--- config.mk ---
export PLATFORM = sky130hd
export DESIGN_NAME = srw_supervisor
export DESIGN_NICKNAME = d
export VERILOG_FILES = /design/src/srw_pkg.sv /design/src/srw_filter.sv /design/src/srw_supervisor.sv /design/src/srw_tick.sv
export SDC_FILE = /design/constraint.sdc
export NUM_CORES = 1
export LEC_CHECK = 0
export ABC_AREA = 1
export CELL_PAD_IN_SITES_DETAIL_PLACEMENT = 0
export CELL_PAD_IN_SITES_GLOBAL_PLACEMENT = 1
export CORE_MARGIN = 5
export CORE_UTILIZATION = 45
export DETAILED_ROUTE_END_ITERATION = 10
export DONT_BUFFER_PORTS = 1
export PLACE_DENSITY = 0.76
export RECOVER_POWER = 25
export SKIP_CTS_REPAIR_TIMING = 1
export SLEW_MARGIN = 10
export SYNTH_ARGS = -nofsm -noshare
export SYNTH_HDL_FRONTEND = slang
export SYNTH_SLANG_ARGS = --single-unit
--- constraint.sdc ---
create_clock -name core_clk -period 3.2 [get_ports core_clk]
set_clock_uncertainty 0.2 [all_clocks]
set_input_delay 0.32 -clock core_clk [delete_from_list [all_inputs] [get_ports core_clk]]
set_output_delay 0.32 -clock core_clk [all_outputs]
set_load 0.01 [all_outputs]
--- src/srw_pkg.sv ---
// What this block and its host must do
// Power-up holds reset low for hold time.
// Brownout asserts reset immediately.
// Reset held hold time after last cause.
// New dip restarts hold timer from zero.
// Manual reset low asserts reset.
// Reset held while manual low, then hold.
// Unconnected manual reset reads inactive high.
// Manual reset contact bounce filtered internally.
// No kick within period issues reset pulse.
// Host kicks faster than minimum watchdog period.
// Any kick edge clears watchdog timer.
// Watchdog cleared and stopped while reset asserted.
// Host floats kick pin to disable watchdog.
// Floating kick driven low 7/8, high 1/8. Here the drive is high for 3 cycles at the 7/8 point.
// Host may pull reset line low safely.
// Brief supply glitches do not cause reset.
// Host best holds kick low, pulses high.
// Host sets and clears kick in separate places.
// Manual pulses up to 130 ns rejected. Here only lows under 128 ns are sure to be rejected.
// Inputs synchronised, kick edges clear counter.
// Intervals from one prescaled counter chain.
package srw_pkg;

  localparam int unsigned CLK_PERIOD_NS = 4;

  // Prescaler base tick of the counter chain.
  localparam int unsigned TICK_NS = 1000;
  localparam int unsigned TICK_CYC = TICK_NS / CLK_PERIOD_NS;
  localparam int unsigned TICK_W = 8;

  localparam int unsigned RESET_HOLD_MS = 25;
  localparam int unsigned WATCHDOG_MS = 200;
  localparam int unsigned HOLD_TICKS = RESET_HOLD_MS * 1000000 / TICK_NS;
  localparam int unsigned WD_TICKS = WATCHDOG_MS * 1000000 / TICK_NS;
  localparam int unsigned HOLD_W = 15;
  localparam int unsigned WD_W = 18;

  // Longest manual low that must be rejected; the cycle count rounds up.
  localparam int unsigned MR_REJECT_NS = 130;
  localparam int unsigned MR_FILT_CYC =
    (MR_REJECT_NS + CLK_PERIOD_NS - 1) / CLK_PERIOD_NS;

  // Least duration of an under-voltage flag to be genuine; rounds up.
  localparam int unsigned UV_GLITCH_NS = 1000;
  localparam int unsigned UV_FILT_CYC =
    (UV_GLITCH_NS + CLK_PERIOD_NS - 1) / CLK_PERIOD_NS;

  localparam int unsigned FILT_W = 8;

  localparam logic MR_IDLE_LEVEL = 1'h1;
  localparam logic UV_IDLE_LEVEL = 1'h0;

  typedef struct packed {
    logic brownout;
    logic manual;
    logic expiry;
  } srw_cause_t;

endpackage : srw_pkg

--- src/srw_filter.sv ---
`timescale 1ns/1ps
`default_nettype none
module srw_filter #(
  parameter int unsigned COUNT = 2,
  parameter logic IDLE = 1'h0
) (
  input wire logic core_clk,
  input wire logic resetn,
  input wire logic din,
  output logic dout
);
  import srw_pkg::*;

  logic sync1_r;
  logic sync2_r;
  logic dout_r;
  logic [FILT_W-1:0] cnt_r;
  wire logic differs;
  wire logic settled;

  assign differs = sync2_r != dout_r;
  assign settled = cnt_r == FILT_W'(COUNT - 1);
  assign dout = dout_r;

  // Both stages start idle so an unconnected input never acts.
  always_ff @(posedge core_clk or negedge resetn) begin
    if (!resetn) begin
      sync1_r <= IDLE;
      sync2_r <= IDLE;
    end else begin
      sync1_r <= din;
      sync2_r <= sync1_r;
    end
  end

  // A level must stay put for COUNT cycles before it is taken, which
  // swallows bounce and short noise in both directions.
  always_ff @(posedge core_clk or negedge resetn) begin
    if (!resetn) begin
      cnt_r <= '0;
      dout_r <= IDLE;
    end else if (!differs) begin
      cnt_r <= '0;
    end else if (settled) begin
      cnt_r <= '0;
      dout_r <= sync2_r;
    end else begin
      cnt_r <= cnt_r + FILT_W'(1);
    end
  end

endmodule : srw_filter
`default_nettype wire

--- src/srw_supervisor.sv ---
`timescale 1ns/1ps
`default_nettype none
module srw_supervisor #(
  parameter int unsigned HOLD_TICKS_P = srw_pkg::HOLD_TICKS,
  parameter int unsigned WD_TICKS_P = srw_pkg::WD_TICKS
) (
  input wire logic core_clk,
  input wire logic resetn,
  input wire logic under_voltage,
  input wire logic manual_reset_in_n,
  input wire logic watchdog_kick_in,
  output logic watchdog_kick_out,
  output logic watchdog_kick_oe_n,
  output logic reset_out_n
);
  import srw_pkg::*;

  localparam logic [HOLD_W-1:0] HOLD_LAST = HOLD_W'(HOLD_TICKS_P - 1);
  localparam logic [WD_W-1:0] WD_LAST = WD_W'(WD_TICKS_P - 1);
  localparam logic [WD_W-1:0] WD_HIGH_FROM =
    WD_W'(WD_TICKS_P - WD_TICKS_P / 8);

  wire logic tick;
  wire logic uv_filt;
  wire logic mr_filt_n;
  wire srw_cause_t cause;
  wire logic any_cause;
  wire logic hold_done;
  wire logic kick_edge;
  wire logic wd_done;
  wire logic rst_nxt;
  wire logic [HOLD_W-1:0] hold_nxt;
  wire logic [WD_W-1:0] wd_nxt;
  wire logic kick_drive_nxt;

  logic rst_r;
  logic reset_out_n_r;
  logic [HOLD_W-1:0] hold_cnt_r;
  logic [WD_W-1:0] wd_cnt_r;
  logic kick_s1_r;
  logic kick_s2_r;
  logic kick_prev_r;
  logic kick_drive_r;
  logic kick_oe_n_r;

  srw_tick u_tick (
    .core_clk(core_clk),
    .resetn(resetn),
    .tick(tick)
  );

  // Short dips of the supply flag are absorbed by the filter.
  srw_filter #(
    .COUNT(UV_FILT_CYC),
    .IDLE(UV_IDLE_LEVEL)
  ) u_uv_filter (
    .core_clk(core_clk),
    .resetn(resetn),
    .din(under_voltage),
    .dout(uv_filt)
  );

  // Lows shorter than 128 ns never reach the cause logic.
  srw_filter #(
    .COUNT(MR_FILT_CYC),
    .IDLE(MR_IDLE_LEVEL)
  ) u_mr_filter (
    .core_clk(core_clk),
    .resetn(resetn),
    .din(manual_reset_in_n),
    .dout(mr_filt_n)
  );

  assign cause.brownout = uv_filt;
  assign cause.manual = !mr_filt_n;
  assign cause.expiry = wd_done;
  assign any_cause = |cause;

  // Any live cause keeps the counter at zero, so the hold period always
  // runs from the end of the latest event.
  assign hold_done = rst_r && tick && hold_cnt_r == HOLD_LAST;
  assign rst_nxt = any_cause || (rst_r && !hold_done);
  assign hold_nxt = (any_cause || !rst_r) ? '0 :
                    tick ? hold_cnt_r + HOLD_W'(1) : hold_cnt_r;

  // Kick is sampled through two flops; either edge counts.
  assign kick_edge = kick_s2_r != kick_prev_r;
  assign wd_done = !rst_r && !kick_edge && tick && wd_cnt_r == WD_LAST;
  assign wd_nxt = (rst_r || kick_edge || wd_done) ? '0 :
                  tick ? wd_cnt_r + WD_W'(1) : wd_cnt_r;

  // With the pin floating this drive is what the pin shows, so the rise
  // at the 7/8 point clears the timer before it can expire.
  assign kick_drive_nxt = wd_nxt >= WD_HIGH_FROM;

  // The pin driver is weak (series resistor), so a host that drives the
  // pin overrides it; the enable therefore stays on.
  assign watchdog_kick_oe_n = kick_oe_n_r;
  assign watchdog_kick_out = kick_drive_r;
  assign reset_out_n = reset_out_n_r;

  // Reset starts asserted with a zero count, so release only follows a
  // full hold period after power-up.
  always_ff @(posedge core_clk or negedge resetn) begin
    if (!resetn) begin
      rst_r <= 1'h1;
      hold_cnt_r <= '0;
      reset_out_n_r <= 1'h0;
    end else begin
      rst_r <= rst_nxt;
      hold_cnt_r <= hold_nxt;
      reset_out_n_r <= !rst_nxt;
    end
  end

  // The reset line is never read back, so a host pulling it low while
  // it is released disturbs no state here.
  always_ff @(posedge core_clk or negedge resetn) begin
    if (!resetn) begin
      kick_s1_r <= 1'h0;
      kick_s2_r <= 1'h0;
      kick_prev_r <= 1'h0;
      wd_cnt_r <= '0;
      kick_drive_r <= 1'h0;
      kick_oe_n_r <= 1'h0;
    end else begin
      kick_s1_r <= watchdog_kick_in;
      kick_s2_r <= kick_s1_r;
      kick_prev_r <= kick_s2_r;
      wd_cnt_r <= wd_nxt;
      kick_drive_r <= kick_drive_nxt;
      kick_oe_n_r <= 1'h0;
    end
  end
endmodule : srw_supervisor
`default_nettype wire

--- src/srw_tick.sv ---
`timescale 1ns/1ps
`default_nettype none
module srw_tick (
  input wire logic core_clk,
  input wire logic resetn,
  output logic tick
);
  import srw_pkg::*;

  logic [TICK_W-1:0] cnt_r;
  logic tick_r;
  wire logic wrap;

  assign wrap = cnt_r == TICK_W'(TICK_CYC - 1);
  assign tick = tick_r;

  // One free-running prescaler feeds every long interval.
  always_ff @(posedge core_clk or negedge resetn) begin
    if (!resetn) begin
      cnt_r <= '0;
      tick_r <= 1'h0;
    end else begin
      cnt_r <= wrap ? '0 : cnt_r + TICK_W'(1);
      tick_r <= wrap;
    end
  end

endmodule : srw_tick
`default_nettype wire
==> metrics.log, run 1 <==
INFO  metric setup_viol = 0
INFO  metric detail_route.first_pass.iterations = 4
INFO  metric start_kind = register
INFO  metric syn_nets = around 450
INFO  metric design.die.area = 9699 um2
INFO  metric utilization = 0.5060
INFO  metric ir_drop = ~0.00030 V
INFO  metric critPathCaptureType = register
INFO  metric synthesis.instances = 440
INFO  metric path_buf_inv = 1
INFO  metric path_class = reg2reg
INFO  metric layout-drive-gt1-share = 0.07190
INFO  metric fmax = 446.8 MHz
INFO  metric power.static_leakage = 0.001734 uW
INFO  metric route.vias.total = 2689
INFO  metric failed_checks = max-capacitance violations, max-slew violations
INFO  metric slew_headroom = -0.1390
INFO  metric die_h = about 100 um
INFO  metric timing.critical_path.max_delay_family = simple AND/OR/NAND/NOR gates
INFO  metric synth_seq_cells = 70
INFO  metric worst-endpoint-arrival = about 2.3 ns
INFO  metric timing_hold_violations_final = 0
INFO  metric cts_num_sinks = 70
INFO  metric placementRows = 32
INFO  metric grt_first_pass_wirelength = around 12000 um
INFO  metric worstSkewPairLatency = 0.34 ns
INFO  metric power_density = about 430 nW/um2
INFO  metric num_antenna_cells = 0
INFO  metric syn-mean-instance-area = about 8 um2
INFO  metric start_util = 0.4583
INFO  metric core_area = 7687 um2
INFO  metric maxSlewViolCount = 71
INFO  metric final.setup.tns = 0 ns
INFO  metric timing.critical_path.cells = ha_1 -> nand2_1 -> nor2_1 -> nand2_1 -> nor2_1 -> nand2_1 -> nand3_1 -> nor2_1 -> inv_1 -> a21oi_1
INFO  metric numPortBuffers = 0
INFO  metric worstHoldPathType = reg2reg
INFO  metric route.antenna.remaining_nets = 0
INFO  metric post-route-min-period = around 2.2 ns
INFO  metric drt-wirelength-per-cell = between 10 and 15 um
INFO  metric antenna_found_initial = 0
INFO  metric count_of_unique_library_cells_instantiated_by_yosys = 28
INFO  metric setup_repair_after_global_routing_missed_its_margin = false
INFO  metric pin_count = 8
INFO  metric required_arrival_time_at_the_worst_endpoint = 3.27 ns
INFO  metric yosys_warnings = 0
INFO  metric cts.path.max_buffers = 2
INFO  metric die_width = between 90 and 100 um
INFO  metric grt_start_max_net_pins = approximately 70
INFO  metric detail_route.drc_violations = 0
INFO  metric critical_path_peak_fanout = 8
INFO  metric drt_first_iter_violations = about 120
INFO  metric tritoncts.num_buffers = 9
INFO  metric layout.nets = about 470
INFO  metric avgViaCountPerCell = ~4.8
INFO  metric synthesis.area = between 3000 and 4000 um2
INFO  metric dp_hpwl = 4821 um
INFO  metric status = finished, violations left
INFO  metric cpMaxStageDelayCell = sky130_fd_sc_hd__dfrtp_1
INFO  metric ff2ff_setup_slack = just under 1 ns
INFO  metric first_global_vias = approximately 2700
INFO  metric grt_overflow_total = 0
INFO  metric synthToLayoutAreaGrowth = 10.40%
INFO  metric groute.usage.overall = 0.1530
INFO  metric gp_congestion = about 0.78
INFO  metric worstMarginPinSlew = 1.709 ns
INFO  metric drt-total-wl = roughly 6700 um
INFO  metric cts_tree = built
INFO  metric yosysSeqAreaShare = 0.4986
INFO  metric max-cap-violations = 1
INFO  metric cts.reportedPaths.clkPinSlew = about 0.08 ns
INFO  metric min_period_over_period = 0.6993
INFO  metric slowest_delay = roughly 0.41 ns
INFO  metric cts_root_buf = sky130_fd_sc_hd__clkbuf_8
INFO  metric cts-htree-levels = 3
==> per-stage QoR <==
step / std cells / cell area (um2) / total power [uW] / hold slack, ns / worst slack (ns)
finish: 561 / 3890 / 1677 / 0.1538 / 0.9621
global route: 561 / 3890 / 1762 / 0.1613 / 0.6263
CTS: 556 / 3845 / 1683 / -0.5512 / 0.9458
detailed placement: 540 / 3638 / 940.8 / -0.1729 / 0.9597
global placement: 540 / 3638 / 939.6 / -0.1732 / 0.9846
floorplan: 440 / 3523 / 936.5 / -0.1756 / 1.337
==> synthesized netlist by cell type <==
cell type | instances | share of area
sky130_fd_sc_hd__nand4_1 | 10 | 0.018
sky130_fd_sc_hd__a31oi_1 | 5 | 0.0089
sky130_fd_sc_hd__o21bai_1 | 1 | 0.0021
sky130_fd_sc_hd__dfrtp_1 | 66 | 0.47
sky130_fd_sc_hd__o21ai_0 | 14 | 0.020
sky130_fd_sc_hd__conb_1 | 1 | 0.0011
sky130_fd_sc_hd__o21ai_1 | 1 | 0.0014
sky130_fd_sc_hd__nand3_1 | 29 | 0.041
sky130_fd_sc_hd__buf_4 | 1 | 0.0021
sky130_fd_sc_hd__xor2_1 | 12 | 0.030
sky130_fd_sc_hd__nor3_1 | 14 | 0.020
sky130_fd_sc_hd__a21oi_1 | 16 | 0.023
sky130_fd_sc_hd__xnor2_1 | 5 | 0.012
sky130_fd_sc_hd__buf_2 | 1 | 0.0014
sky130_fd_sc_hd__nand3b_1 | 3 | 0.0064
sky130_fd_sc_hd__and3_1 | 2 | 0.0036
sky130_fd_sc_hd__a21oi_2 | 1 | 0.0025
sky130_fd_sc_hd__dfstp_2 | 4 | 0.030
sky130_fd_sc_hd__mux2_2 | 1 | 0.0032
sky130_fd_sc_hd__inv_1 | 71 | 0.076
sky130_fd_sc_hd__nor3b_1 | 2 | 0.0043
sky130_fd_sc_hd__nor2_2 | 3 | 0.0053
sky130_fd_sc_hd__nor2_1 | 74 | 0.079
sky130_fd_sc_hd__ha_1 | 8 | 0.028
sky130_fd_sc_hd__nor4_1 | 3 | 0.0053
sky130_fd_sc_hd__nand2_2 | 4 | 0.0071
sky130_fd_sc_hd__nand2_1 | 85 | 0.091
sky130_fd_sc_hd__nor2_4 | 3 | 0.0096
==> sequential cells by signal, indices dropped and copies added (netlist names) <==
signal	count
hold_cnt_r	15
kick_prev_r	1
kick_s1_r	1
kick_s2_r	1
reset_out_n	1
rst_r	1
u_mr_filter.cnt_r	8
u_mr_filter.dout	1
u_mr_filter.sync1_r	1
u_mr_filter.sync2_r	1
u_tick.cnt_r	8
u_tick.tick	1
u_uv_filter.cnt_r	8
u_uv_filter.dout	1
u_uv_filter.sync1_r	1
u_uv_filter.sync2_r	1
watchdog_kick_out	1
wd_cnt_r	18
==> cell type report <==
cell class                      count  area [um2]
Clock inverter                      6       68.82
Multi-Input combinational cell    297        1488
Timing Repair Buffer                5       45.04
Tap cell                          102       127.6
Inverter                           71       266.5
Fill cell                         792        3797
Sequential cell                    70        1757
Clock buffer                       10       137.6
==> final timing paths <==
check | startpoint | end | cells after the start
setup / recovery | wd_cnt_r[0] | hold_cnt_r[1] | 10
hold / removal | u_uv_filter.sync1_r | u_uv_filter.sync2_r | 0
setup reg to reg | wd_cnt_r[0] | hold_cnt_r[1] | 10
hold reg to reg | u_uv_filter.sync1_r | u_uv_filter.sync2_r | 0
max in group asynchronous | resetn | hold_cnt_r[9] | 2
min in group asynchronous | resetn | u_mr_filter.cnt_r[2] | 2
==> cell usage in the layout, fill, tap and decap left out, types with 4 or more instances in the layout <==
master                           n
sky130_fd_sc_hd__dlygate4sd3_1   4
sky130_fd_sc_hd__a31oi_1         5
sky130_fd_sc_hd__nand3_1        29
sky130_fd_sc_hd__a21oi_1        16
sky130_fd_sc_hd__xnor2_1         5
sky130_fd_sc_hd__ha_1            8
sky130_fd_sc_hd__nand2_1        85
sky130_fd_sc_hd__dfrtp_1        66
sky130_fd_sc_hd__clkbuf_8       10
sky130_fd_sc_hd__dfstp_2         4
sky130_fd_sc_hd__xor2_1         12
sky130_fd_sc_hd__inv_1          71
sky130_fd_sc_hd__nand2_2         4
sky130_fd_sc_hd__o21ai_0        14
sky130_fd_sc_hd__nor2_1         74
sky130_fd_sc_hd__nor3_1         14
sky130_fd_sc_hd__nand4_1        10
==> report_power, final <==
group | total, uW | switching (uW) | internal [uW]
Clock | 733 | 348 | 385
Combinational | 40.0 | 28.4 | 11.6
Sequential | 904 | 7.90 | 896
Total | 1680 | 384 | 1290
==> routing by layer <==
metal / wire, um / track usage / vias to the layer above / share of wire
li1: - / - / 1419 / -
met2: 3080 / 0.2387 / 23 / 0.46
met3: 178 / 0.04105 / 5 / 0.026
met1: 3390 / 0.2103 / 1242 / 0.50
met5: 0 / 0 / - / 0
met4: 74 / 0.04517 / 0 / 0.011
==> worst register-to-register path: stages (launching register included) <==
cell                      delay [ns]
sky130_fd_sc_hd__dfrtp_1        0.41
sky130_fd_sc_hd__ha_1           0.24
sky130_fd_sc_hd__nand2_1        0.08
sky130_fd_sc_hd__nor2_1         0.04
sky130_fd_sc_hd__nand2_1        0.07
sky130_fd_sc_hd__nor2_1         0.05
sky130_fd_sc_hd__nand2_1        0.14
sky130_fd_sc_hd__nand3_1        0.12
sky130_fd_sc_hd__nor2_1         0.40
sky130_fd_sc_hd__inv_1          0.26
sky130_fd_sc_hd__a21oi_1        0.17
==> logic make-up after synthesis <==
group,share of synthesized area
flops,0.4986
other cells,0.001064
mux,0.003196
simple gates,0.2898
xor+xnor,0.04226
buf+inv,0.07919
fa+ha+maj,0.02841
compound gates,0.05753
Note: power is estimated with default switching activity, not from simulation.
==> run 2: changes to the inputs <==
ABC_AREA = 0   (was 1)
PLACE_DENSITY = 0.73   (was 0.76)
clock period = 2.1 ns   (was 3.2 ns; I/O delays follow)
==> run 2 against run 1 <==
Highest routed layer unchanged. Register-to-register slack got worse by 0.97 ns. Utilization increased by 2.9 points. Setup slack got worse by 0.97 ns. Synthesized area decreased by 0.89%. Sequential cell count unchanged. The flow finishes with violations (negative setup slack). Final area increased by 5.1%. Sequential share of layout area decreased by 2.2 points. Critical path depth decreased by 3. Largest cell class unchanged. Fmax increased by 6.4%. Non-clock buffer count increased by 28. Die area decreased by 0.80%. Combinational power increased by 60%.
==> metrics.log, run 2 <==
INFO  metric status = finished, violations left
INFO  metric failed_checks = negative setup slack
INFO  metric antenna_found_initial = 0 (unchanged)
INFO  metric worstMarginPinSlew = 0.9679 ns (-0.7407 ns)
INFO  metric drt_first_iter_violations = 116 (-4.9%)
INFO  metric design.die.area = 9622 um2 (-0.80%)
INFO  metric avgViaCountPerCell = 5.170 (+7.9%)
INFO  metric placementRows = 32 (unchanged)
INFO  metric route.vias.total = 2528 (-6.0%)
INFO  metric critPathCaptureType = register
INFO  metric worstHoldPathType = reg2reg
INFO  metric grt_overflow_total = 0 (unchanged)
INFO  metric timing_hold_violations_final = 0 (unchanged)
INFO  metric grt_first_pass_wirelength = 11480 um (-5.6%)
INFO  metric cts-htree-levels = 3 (unchanged)
INFO  metric gp_congestion = 0.8676 (+11%)
INFO  metric max-cap-violations = 0 (-1)
INFO  metric registers_with_the_highest_flip_flop_counts = wd_cnt_r: 18 flops, hold_cnt_r: 15 flops
INFO  metric cts_num_sinks = 70 (unchanged)
INFO  metric ir_drop = 0.0004650 V (+56%)
INFO  metric cts_root_buf = sky130_fd_sc_hd__clkbuf_8
INFO  metric layout-drive-gt1-share = 0.1654 (+0.09348)
INFO  metric final.setup.tns = -0.003718 ns (-0.003718 ns)
INFO  metric groute.usage.overall = 0.1450 (-0.007986)
INFO  metric largest_register = wd_cnt_r
INFO  metric syn-mean-instance-area = 9.977 um2 (+25%)
INFO  metric maxSlewViolCount = 0 (-100%)
INFO  metric slew_headroom = 0.3547 (+0.4938)
INFO  metric synthesis.instances = 350 (-20%)
INFO  metric synth_commonest_cells = sky130_fd_sc_hd__dfrtp_1, sky130_fd_sc_hd__nor2_1, sky130_fd_sc_hd__xor2_1, sky130_fd_sc_hd__nand3_1, sky130_fd_sc_hd__nand2_1
INFO  metric post-route-min-period = 2.104 ns (-0.1342 ns)
INFO  metric min_period_over_period = 1.002 (+0.3024)
INFO  metric tritoncts.num_buffers = 9 (unchanged)
INFO  metric cts.reportedPaths.clkPinSlew = 0.08 ns (about the same)
INFO  metric grt_start_max_net_pins = 71 (unchanged)
INFO  metric path_class = reg2reg
INFO  metric critical_path_peak_fanout = 5 (-3)
INFO  metric layout.nets = 395 (-15%)
INFO  metric drt-wirelength-per-cell = 13.33 um (+11%)
INFO  metric worstSkewPairLatency = 0.34 ns (about the same)
INFO  metric numPortBuffers = 0 (unchanged)
INFO  metric synthTopCellsByArea = sky130_fd_sc_hd__dfrtp_1, sky130_fd_sc_hd__xor2_1, sky130_fd_sc_hd__nor2_1, sky130_fd_sc_hd__xnor2_1, sky130_fd_sc_hd__nand3_1
INFO  metric num_antenna_cells = 0 (unchanged)
INFO  metric setup_viol = 1 (+1)
INFO  metric start_kind = register
INFO  metric yosys_warnings = 0 (unchanged)
INFO  metric first_global_vias = 2496 (-8.7%)
INFO  metric synth-async-reset-ratio = 1.000 (unchanged)
INFO  metric power_density = 649.3 nW/um2 (+51%)
INFO  metric route.antenna.remaining_nets = 0 (unchanged)
INFO  metric worst-endpoint-arrival = 2.12 ns (-0.18 ns)
INFO  metric die_width = 98.09 um (-0.40%)
INFO  metric synthToLayoutAreaGrowth = 17.05%
INFO  metric largest_register_ffs = 18 (unchanged)
INFO  metric synth_top_flop_cell = sky130_fd_sc_hd__dfrtp_1
INFO  metric detail_route.first_pass.iterations = 4 (unchanged)
INFO  metric fmax = 475.3 MHz (+6.4%)
INFO  metric core_area = 7647 um2 (-0.52%)
INFO  metric synthesis.area = 3492 um2 (-0.89%)
INFO  metric power.static_leakage = 0.001718 uW (-0.93%)
INFO  metric synth_most_common_cell = sky130_fd_sc_hd__dfrtp_1
INFO  metric netlist.area_leader.share = 0.4729 (+0.004199)
INFO  metric p_total = 2654 uW (+58%)
INFO  metric dp_hpwl = 4494 um (-6.8%)
INFO  metric synth_seq_cells = 70 (unchanged)
INFO  metric timing.final.ws_setup = -0.003718 ns (-0.9658 ns)
INFO  metric syn_nets = 363 (-20%)
INFO  metric yosysSeqAreaShare = 0.5030 (+0.004466)
INFO  metric pin_count = 8 (unchanged)
INFO  metric most-common-layout-cells = sky130_fd_sc_hd__dfrtp_1, sky130_fd_sc_hd__nor2_1, sky130_fd_sc_hd__xor2_1
INFO  metric start_util = 0.4566 (-0.001691)
INFO  metric leading_cell_type_in_the_layout_fill_and_taps_excluded = sky130_fd_sc_hd__dfrtp_1
INFO  metric setup_repair_after_global_routing_missed_its_margin = true
INFO  metric die_h = 98.09 um (-0.40%)
INFO  metric yosysTopAreaCell = sky130_fd_sc_hd__dfrtp_1
INFO  metric drt-total-wl = 6519 um (-3.0%)
INFO  metric synth_enable_flop_cells = 0 (unchanged)
INFO  metric pre_cts_ws = -0.05464 ns (-1.014 ns)
INFO  metric cts.path.max_buffers = 2 (unchanged)
INFO  metric cts_tree = built
INFO  metric count_of_unique_library_cells_instantiated_by_yosys = 51 (+82%)
INFO  metric detail_route.drc_violations = 0 (unchanged)
INFO  metric required_arrival_time_at_the_worst_endpoint = 2.11 ns (-1.16 ns)
## run 2: cells by family after synthesis
kind of cell | synth area share
other | 0.001074
DFF | 0.5030
muxes | 0.01218
buffers and inverters | 0.02830
and+or+nand+nor | 0.2522
AOI/OAI and AO/OA | 0.05159
xor gates and xnor gates | 0.1229
adders and majority gates | 0.02866
## run 2: critical path: stages, from the launching register on
cell                        delay (ns)
sky130_fd_sc_hd__dfrtp_1          0.41
sky130_fd_sc_hd__buf_4            0.17
sky130_fd_sc_hd__and3_1           0.17
sky130_fd_sc_hd__a21o_1           0.17
sky130_fd_sc_hd__a2111oi_0        0.50
sky130_fd_sc_hd__a31oi_1          0.12
sky130_fd_sc_hd__o211ai_1         0.16
sky130_fd_sc_hd__a211oi_2         0.10
## run 2: metal layers
metal / vias to the layer above / share of wire / global-route usage
met1: 1237 / 0.49 / 0.1985
met4: 0 / 0.011 / 0.05857
li1: 1253 / - / -
met2: 32 / 0.47 / 0.2241
met3: 6 / 0.030 / 0.03143
met5: - / 0 / 0
## run 2: power breakdown
| part | total (uW) | internal (uW) | switching, uW |
|---|---|---|---|
| logic | 63.9 | 19.9 | 44.0 |
| clock network | 1210 | 704 | 506 |
| registers | 1380 | 1370 | 14.3 |
## run 2: area by class of cell
| cell class | instances | area [um2] |
|---|---|---|
| Inverter | 7 | 26.28 |
| Multi-Input combinational cell | 261 | 1693 |
| Tap cell | 102 | 127.6 |
| Timing Repair Buffer | 33 | 261.5 |
| Sequential cell | 70 | 1757 |
| Clock inverter | 5 | 81.33 |
| Fill cell | 688 | 3560 |
| Clock buffer | 11 | 141.4 |
## run 2: metrics by stage
step,utilization,hold WS (ns),cells,cell area (um2)
floorplan,-,-0.2856,350,3505
global placement,0.4910,-0.2838,466,3755
detailed placement,0.4910,-0.2837,466,3755
CTS,0.5201,-0.6632,482,3978
global route,0.5345,0.1699,489,4088
finish,0.5345,0.1525,489,4088
## run 2: path summary, 6_finish.rpt
kind                            cells after the start  slack (ns)                    to           startpoint
min in group asynchronous                           2        0.39  u_mr_filter.cnt_r[5]               resetn
worst max-delay path                                7      -0.004     watchdog_kick_out          wd_cnt_r[0]
worst max register to register                      7      -0.004     watchdog_kick_out          wd_cnt_r[0]
worst min-delay path                                0        0.15   u_uv_filter.sync2_r  u_uv_filter.sync1_r
worst min register to register                      0        0.15   u_uv_filter.sync2_r  u_uv_filter.sync1_r
max in group asynchronous                           2        0.67           wd_cnt_r[8]               resetn
==> run 3: changes to the inputs <==
CORE_ASPECT_RATIO = 1.25   (was unset)
==> run 3 against run 2 <==
The flow still finishes with violations (negative setup slack). Utilization down 0.12 points. Critical path depth did not move. Worst hold slack improved by 0.0026 ns. Register-to-register slack got worse by 0.10 ns. Critical endpoint unchanged. Largest power group unchanged.
==> metrics.log, run 3 (synthesis results as in run 2) <==
INFO  metric slew_headroom = 0.3808 (+0.02609)
INFO  metric drt-total-wl = 6685 um (+2.5%)
INFO  metric timing.final.ws_setup = -0.1073 ns (-0.1036 ns)
INFO  metric worstMarginPinSlew = 0.9288 ns (-0.03913 ns)
INFO  metric cpMaxStageDelayCell = sky130_fd_sc_hd__a2111oi_0
INFO  metric timing_hold_violations_final = 0 (unchanged)
INFO  metric cts_num_sinks = 70 (unchanged)
INFO  metric timing.critical_path.max_delay_family = compound AO/OA/AOI/OAI gates
INFO  metric drt_first_iter_violations = 95 (-18%)
INFO  metric status = finished, violations left
INFO  metric pin_count = 8 (unchanged)
INFO  metric cts.path.max_buffers = 2 (unchanged)
INFO  metric tritoncts.num_buffers = 9 (unchanged)
INFO  metric timing.critical_path.cells = buf_4 -> and3_1 -> a21o_1 -> a2111oi_0 -> a31oi_1 -> o211ai_1 -> a211oi_2
INFO  metric utilization = 0.5333 (-0.001221)
INFO  metric first_global_vias = 2525 (+1.2%)
INFO  metric postPlaceCellArea = 3739 um2 (-0.43%)
INFO  metric cts_tree = built
INFO  metric failed_checks = negative setup slack
INFO  metric die_width = 88.79 um (-9.5%)
INFO  metric fmax = 453.0 MHz (-4.7%)
INFO  metric leading_cell_type_in_the_layout_fill_and_taps_excluded = sky130_fd_sc_hd__dfrtp_1
INFO  metric antenna_found_initial = 0 (unchanged)
INFO  metric layout.area.seq = 1758 um2 (about the same)
INFO  metric cts_root_buf = sky130_fd_sc_hd__clkbuf_8
INFO  metric worstHoldPathType = reg2reg
INFO  metric grt_start_max_net_pins = 71 (unchanged)
INFO  metric numPortBuffers = 0 (unchanged)
INFO  metric finish.cell_count_without_fillers = 486 (-0.61%)
INFO  metric synthToLayoutAreaGrowth = 17.63%
INFO  metric ff2ff_setup_slack = -0.11 ns (-0.10 ns)
INFO  metric critPathCaptureType = register
INFO  metric route.antenna.remaining_nets = 0 (unchanged)
INFO  metric critical_path.startpoint = wd_cnt_r[0]
INFO  metric route.vias.total = 2488 (-1.6%)
INFO  metric placementRows = 36 (+13%)
INFO  metric avgViaCountPerCell = 5.119 (-0.97%)
INFO  metric layout-drive-gt1-share = 0.1841 (+0.01877)
INFO  metric grt_overflow_total = 0 (unchanged)
INFO  metric p_total = 2539 uW (-4.3%)
INFO  metric dp_hpwl = 4591 um (+2.1%)
INFO  metric start_kind = register
INFO  metric grt_first_pass_wirelength = 11650 um (+1.4%)
INFO  metric min_period_over_period = 1.051 (+0.04933)
INFO  metric most-common-layout-cells = sky130_fd_sc_hd__dfrtp_1, sky130_fd_sc_hd__nor2_1, sky130_fd_sc_hd__xor2_1
INFO  metric num_antenna_cells = 0 (unchanged)
INFO  metric slowest_delay = 0.61 ns (+0.11 ns)
INFO  metric design.die.area = 9633 um2 (+0.12%)
INFO  metric layout.nets = 399 (+1.0%)
INFO  metric groute.usage.overall = 0.1554 (+0.01039)
INFO  metric required_arrival_time_at_the_worst_endpoint = 2.12 ns (about the same)
INFO  metric largest_register_ffs = 18 (unchanged)
INFO  metric maxSlewViolCount = 0 (unchanged)
INFO  metric path_buf_inv = 1 (unchanged)
INFO  metric number_of_instances_in_the_placed_design = 458 (-1.7%)
INFO  metric gp_congestion = 0.7956 (-8.3%)
INFO  metric path_class = reg2reg
INFO  metric ir_drop = 0.0004770 V (+2.6%)
INFO  metric detail_route.drc_violations = 0 (unchanged)
INFO  metric worst-endpoint-arrival = 2.23 ns (+0.11 ns)
INFO  metric die_h = 108.5 um (+11%)
INFO  metric post-route-min-period = 2.207 ns (+0.1036 ns)
INFO  metric setup_viol = 1 (unchanged)
INFO  metric reg2reg_from = wd_cnt_r[0]
INFO  metric hold_ws = 0.1551 ns (+0.002565 ns)
INFO  metric max-cap-violations = 0 (unchanged)
INFO  metric largest_register = wd_cnt_r
INFO  metric hold_path_start = u_mr_filter.sync1_r
INFO  metric drt-wirelength-per-cell = 13.76 um (+3.2%)
INFO  metric start_util = 0.4534 (-0.003264)
INFO  metric num-fill-cells = 679 (-1.3%)
INFO  metric cts.reportedPaths.clkPinSlew = 0.08 ns (about the same)
INFO  metric power_density = 618.1 nW/um2 (-4.8%)
INFO  metric final_design_area_no_fill = 4108 um2 (+0.49%)
INFO  metric multi_input_area = 1709 um2 (+0.96%)
INFO  metric cts-htree-levels = 3 (unchanged)
INFO  metric critical_path_peak_fanout = 4 (-1)
INFO  metric detail_route.first_pass.iterations = 5 (+1)
INFO  metric registers_with_the_highest_flip_flop_counts = wd_cnt_r: 18 flops, hold_cnt_r: 15 flops
INFO  metric power.static_leakage = 0.001729 uW (+0.65%)
INFO  metric worstSkewPairLatency = 0.34 ns (about the same)
INFO  metric core_area = 7702 um2 (+0.72%)
INFO  metric setup_repair_after_global_routing_missed_its_margin = true
==> run 3: layout make-up <==
type,count,area share
Clock buffer,11,0.03442
Clock inverter,5,0.01432
Inverter,7,0.006397
Multi-Input combinational cell,261,0.4161
Sequential cell,70,0.4280
Tap cell,95,0.02894
Timing Repair Buffer,37,0.07189
==> run 3: metrics by stage <==
step / setup TNS (ns) / worst slack (ns)
after global placement: -0.03331 / -0.03331
final: -0.1073 / -0.1073
after detailed placement: -0.3229 / -0.03644
after global routing: -0.3995 / -0.2031
after floorplan: 0 / 0.007900
after CTS: -0.8327 / -0.06158
==> run 3: final timing paths <==
kind	to	depth (start not counted)
max reg2reg	watchdog_kick_out	7
max in group asynchronous	wd_cnt_r[0]	2
min reg2reg	u_mr_filter.sync2_r	0
min	u_mr_filter.sync2_r	0
min in group asynchronous	u_mr_filter.cnt_r[2]	2
max	watchdog_kick_out	7
==> run 3: metal layers <==
layer  track usage  wire [um]  vias to the layer above
met5             0          0                        -
met4       0.05292         92                        0
met3       0.03811        163                        7
met2        0.2574       3352                       21
met1        0.1961       3076                     1195
li1              -          -                     1265
==> run 3: report_power, final <==
group / leakage (uW) / switching, uW / total, uW / internal, uW
Clock: 0.0000959 / 514 / 1100 / 584
Combinational: 0.000702 / 42.0 / 61.5 / 19.5
Sequential: 0.000931 / 14.4 / 1380 / 1360
Total: 0.00173 / 571 / 2540 / 1970
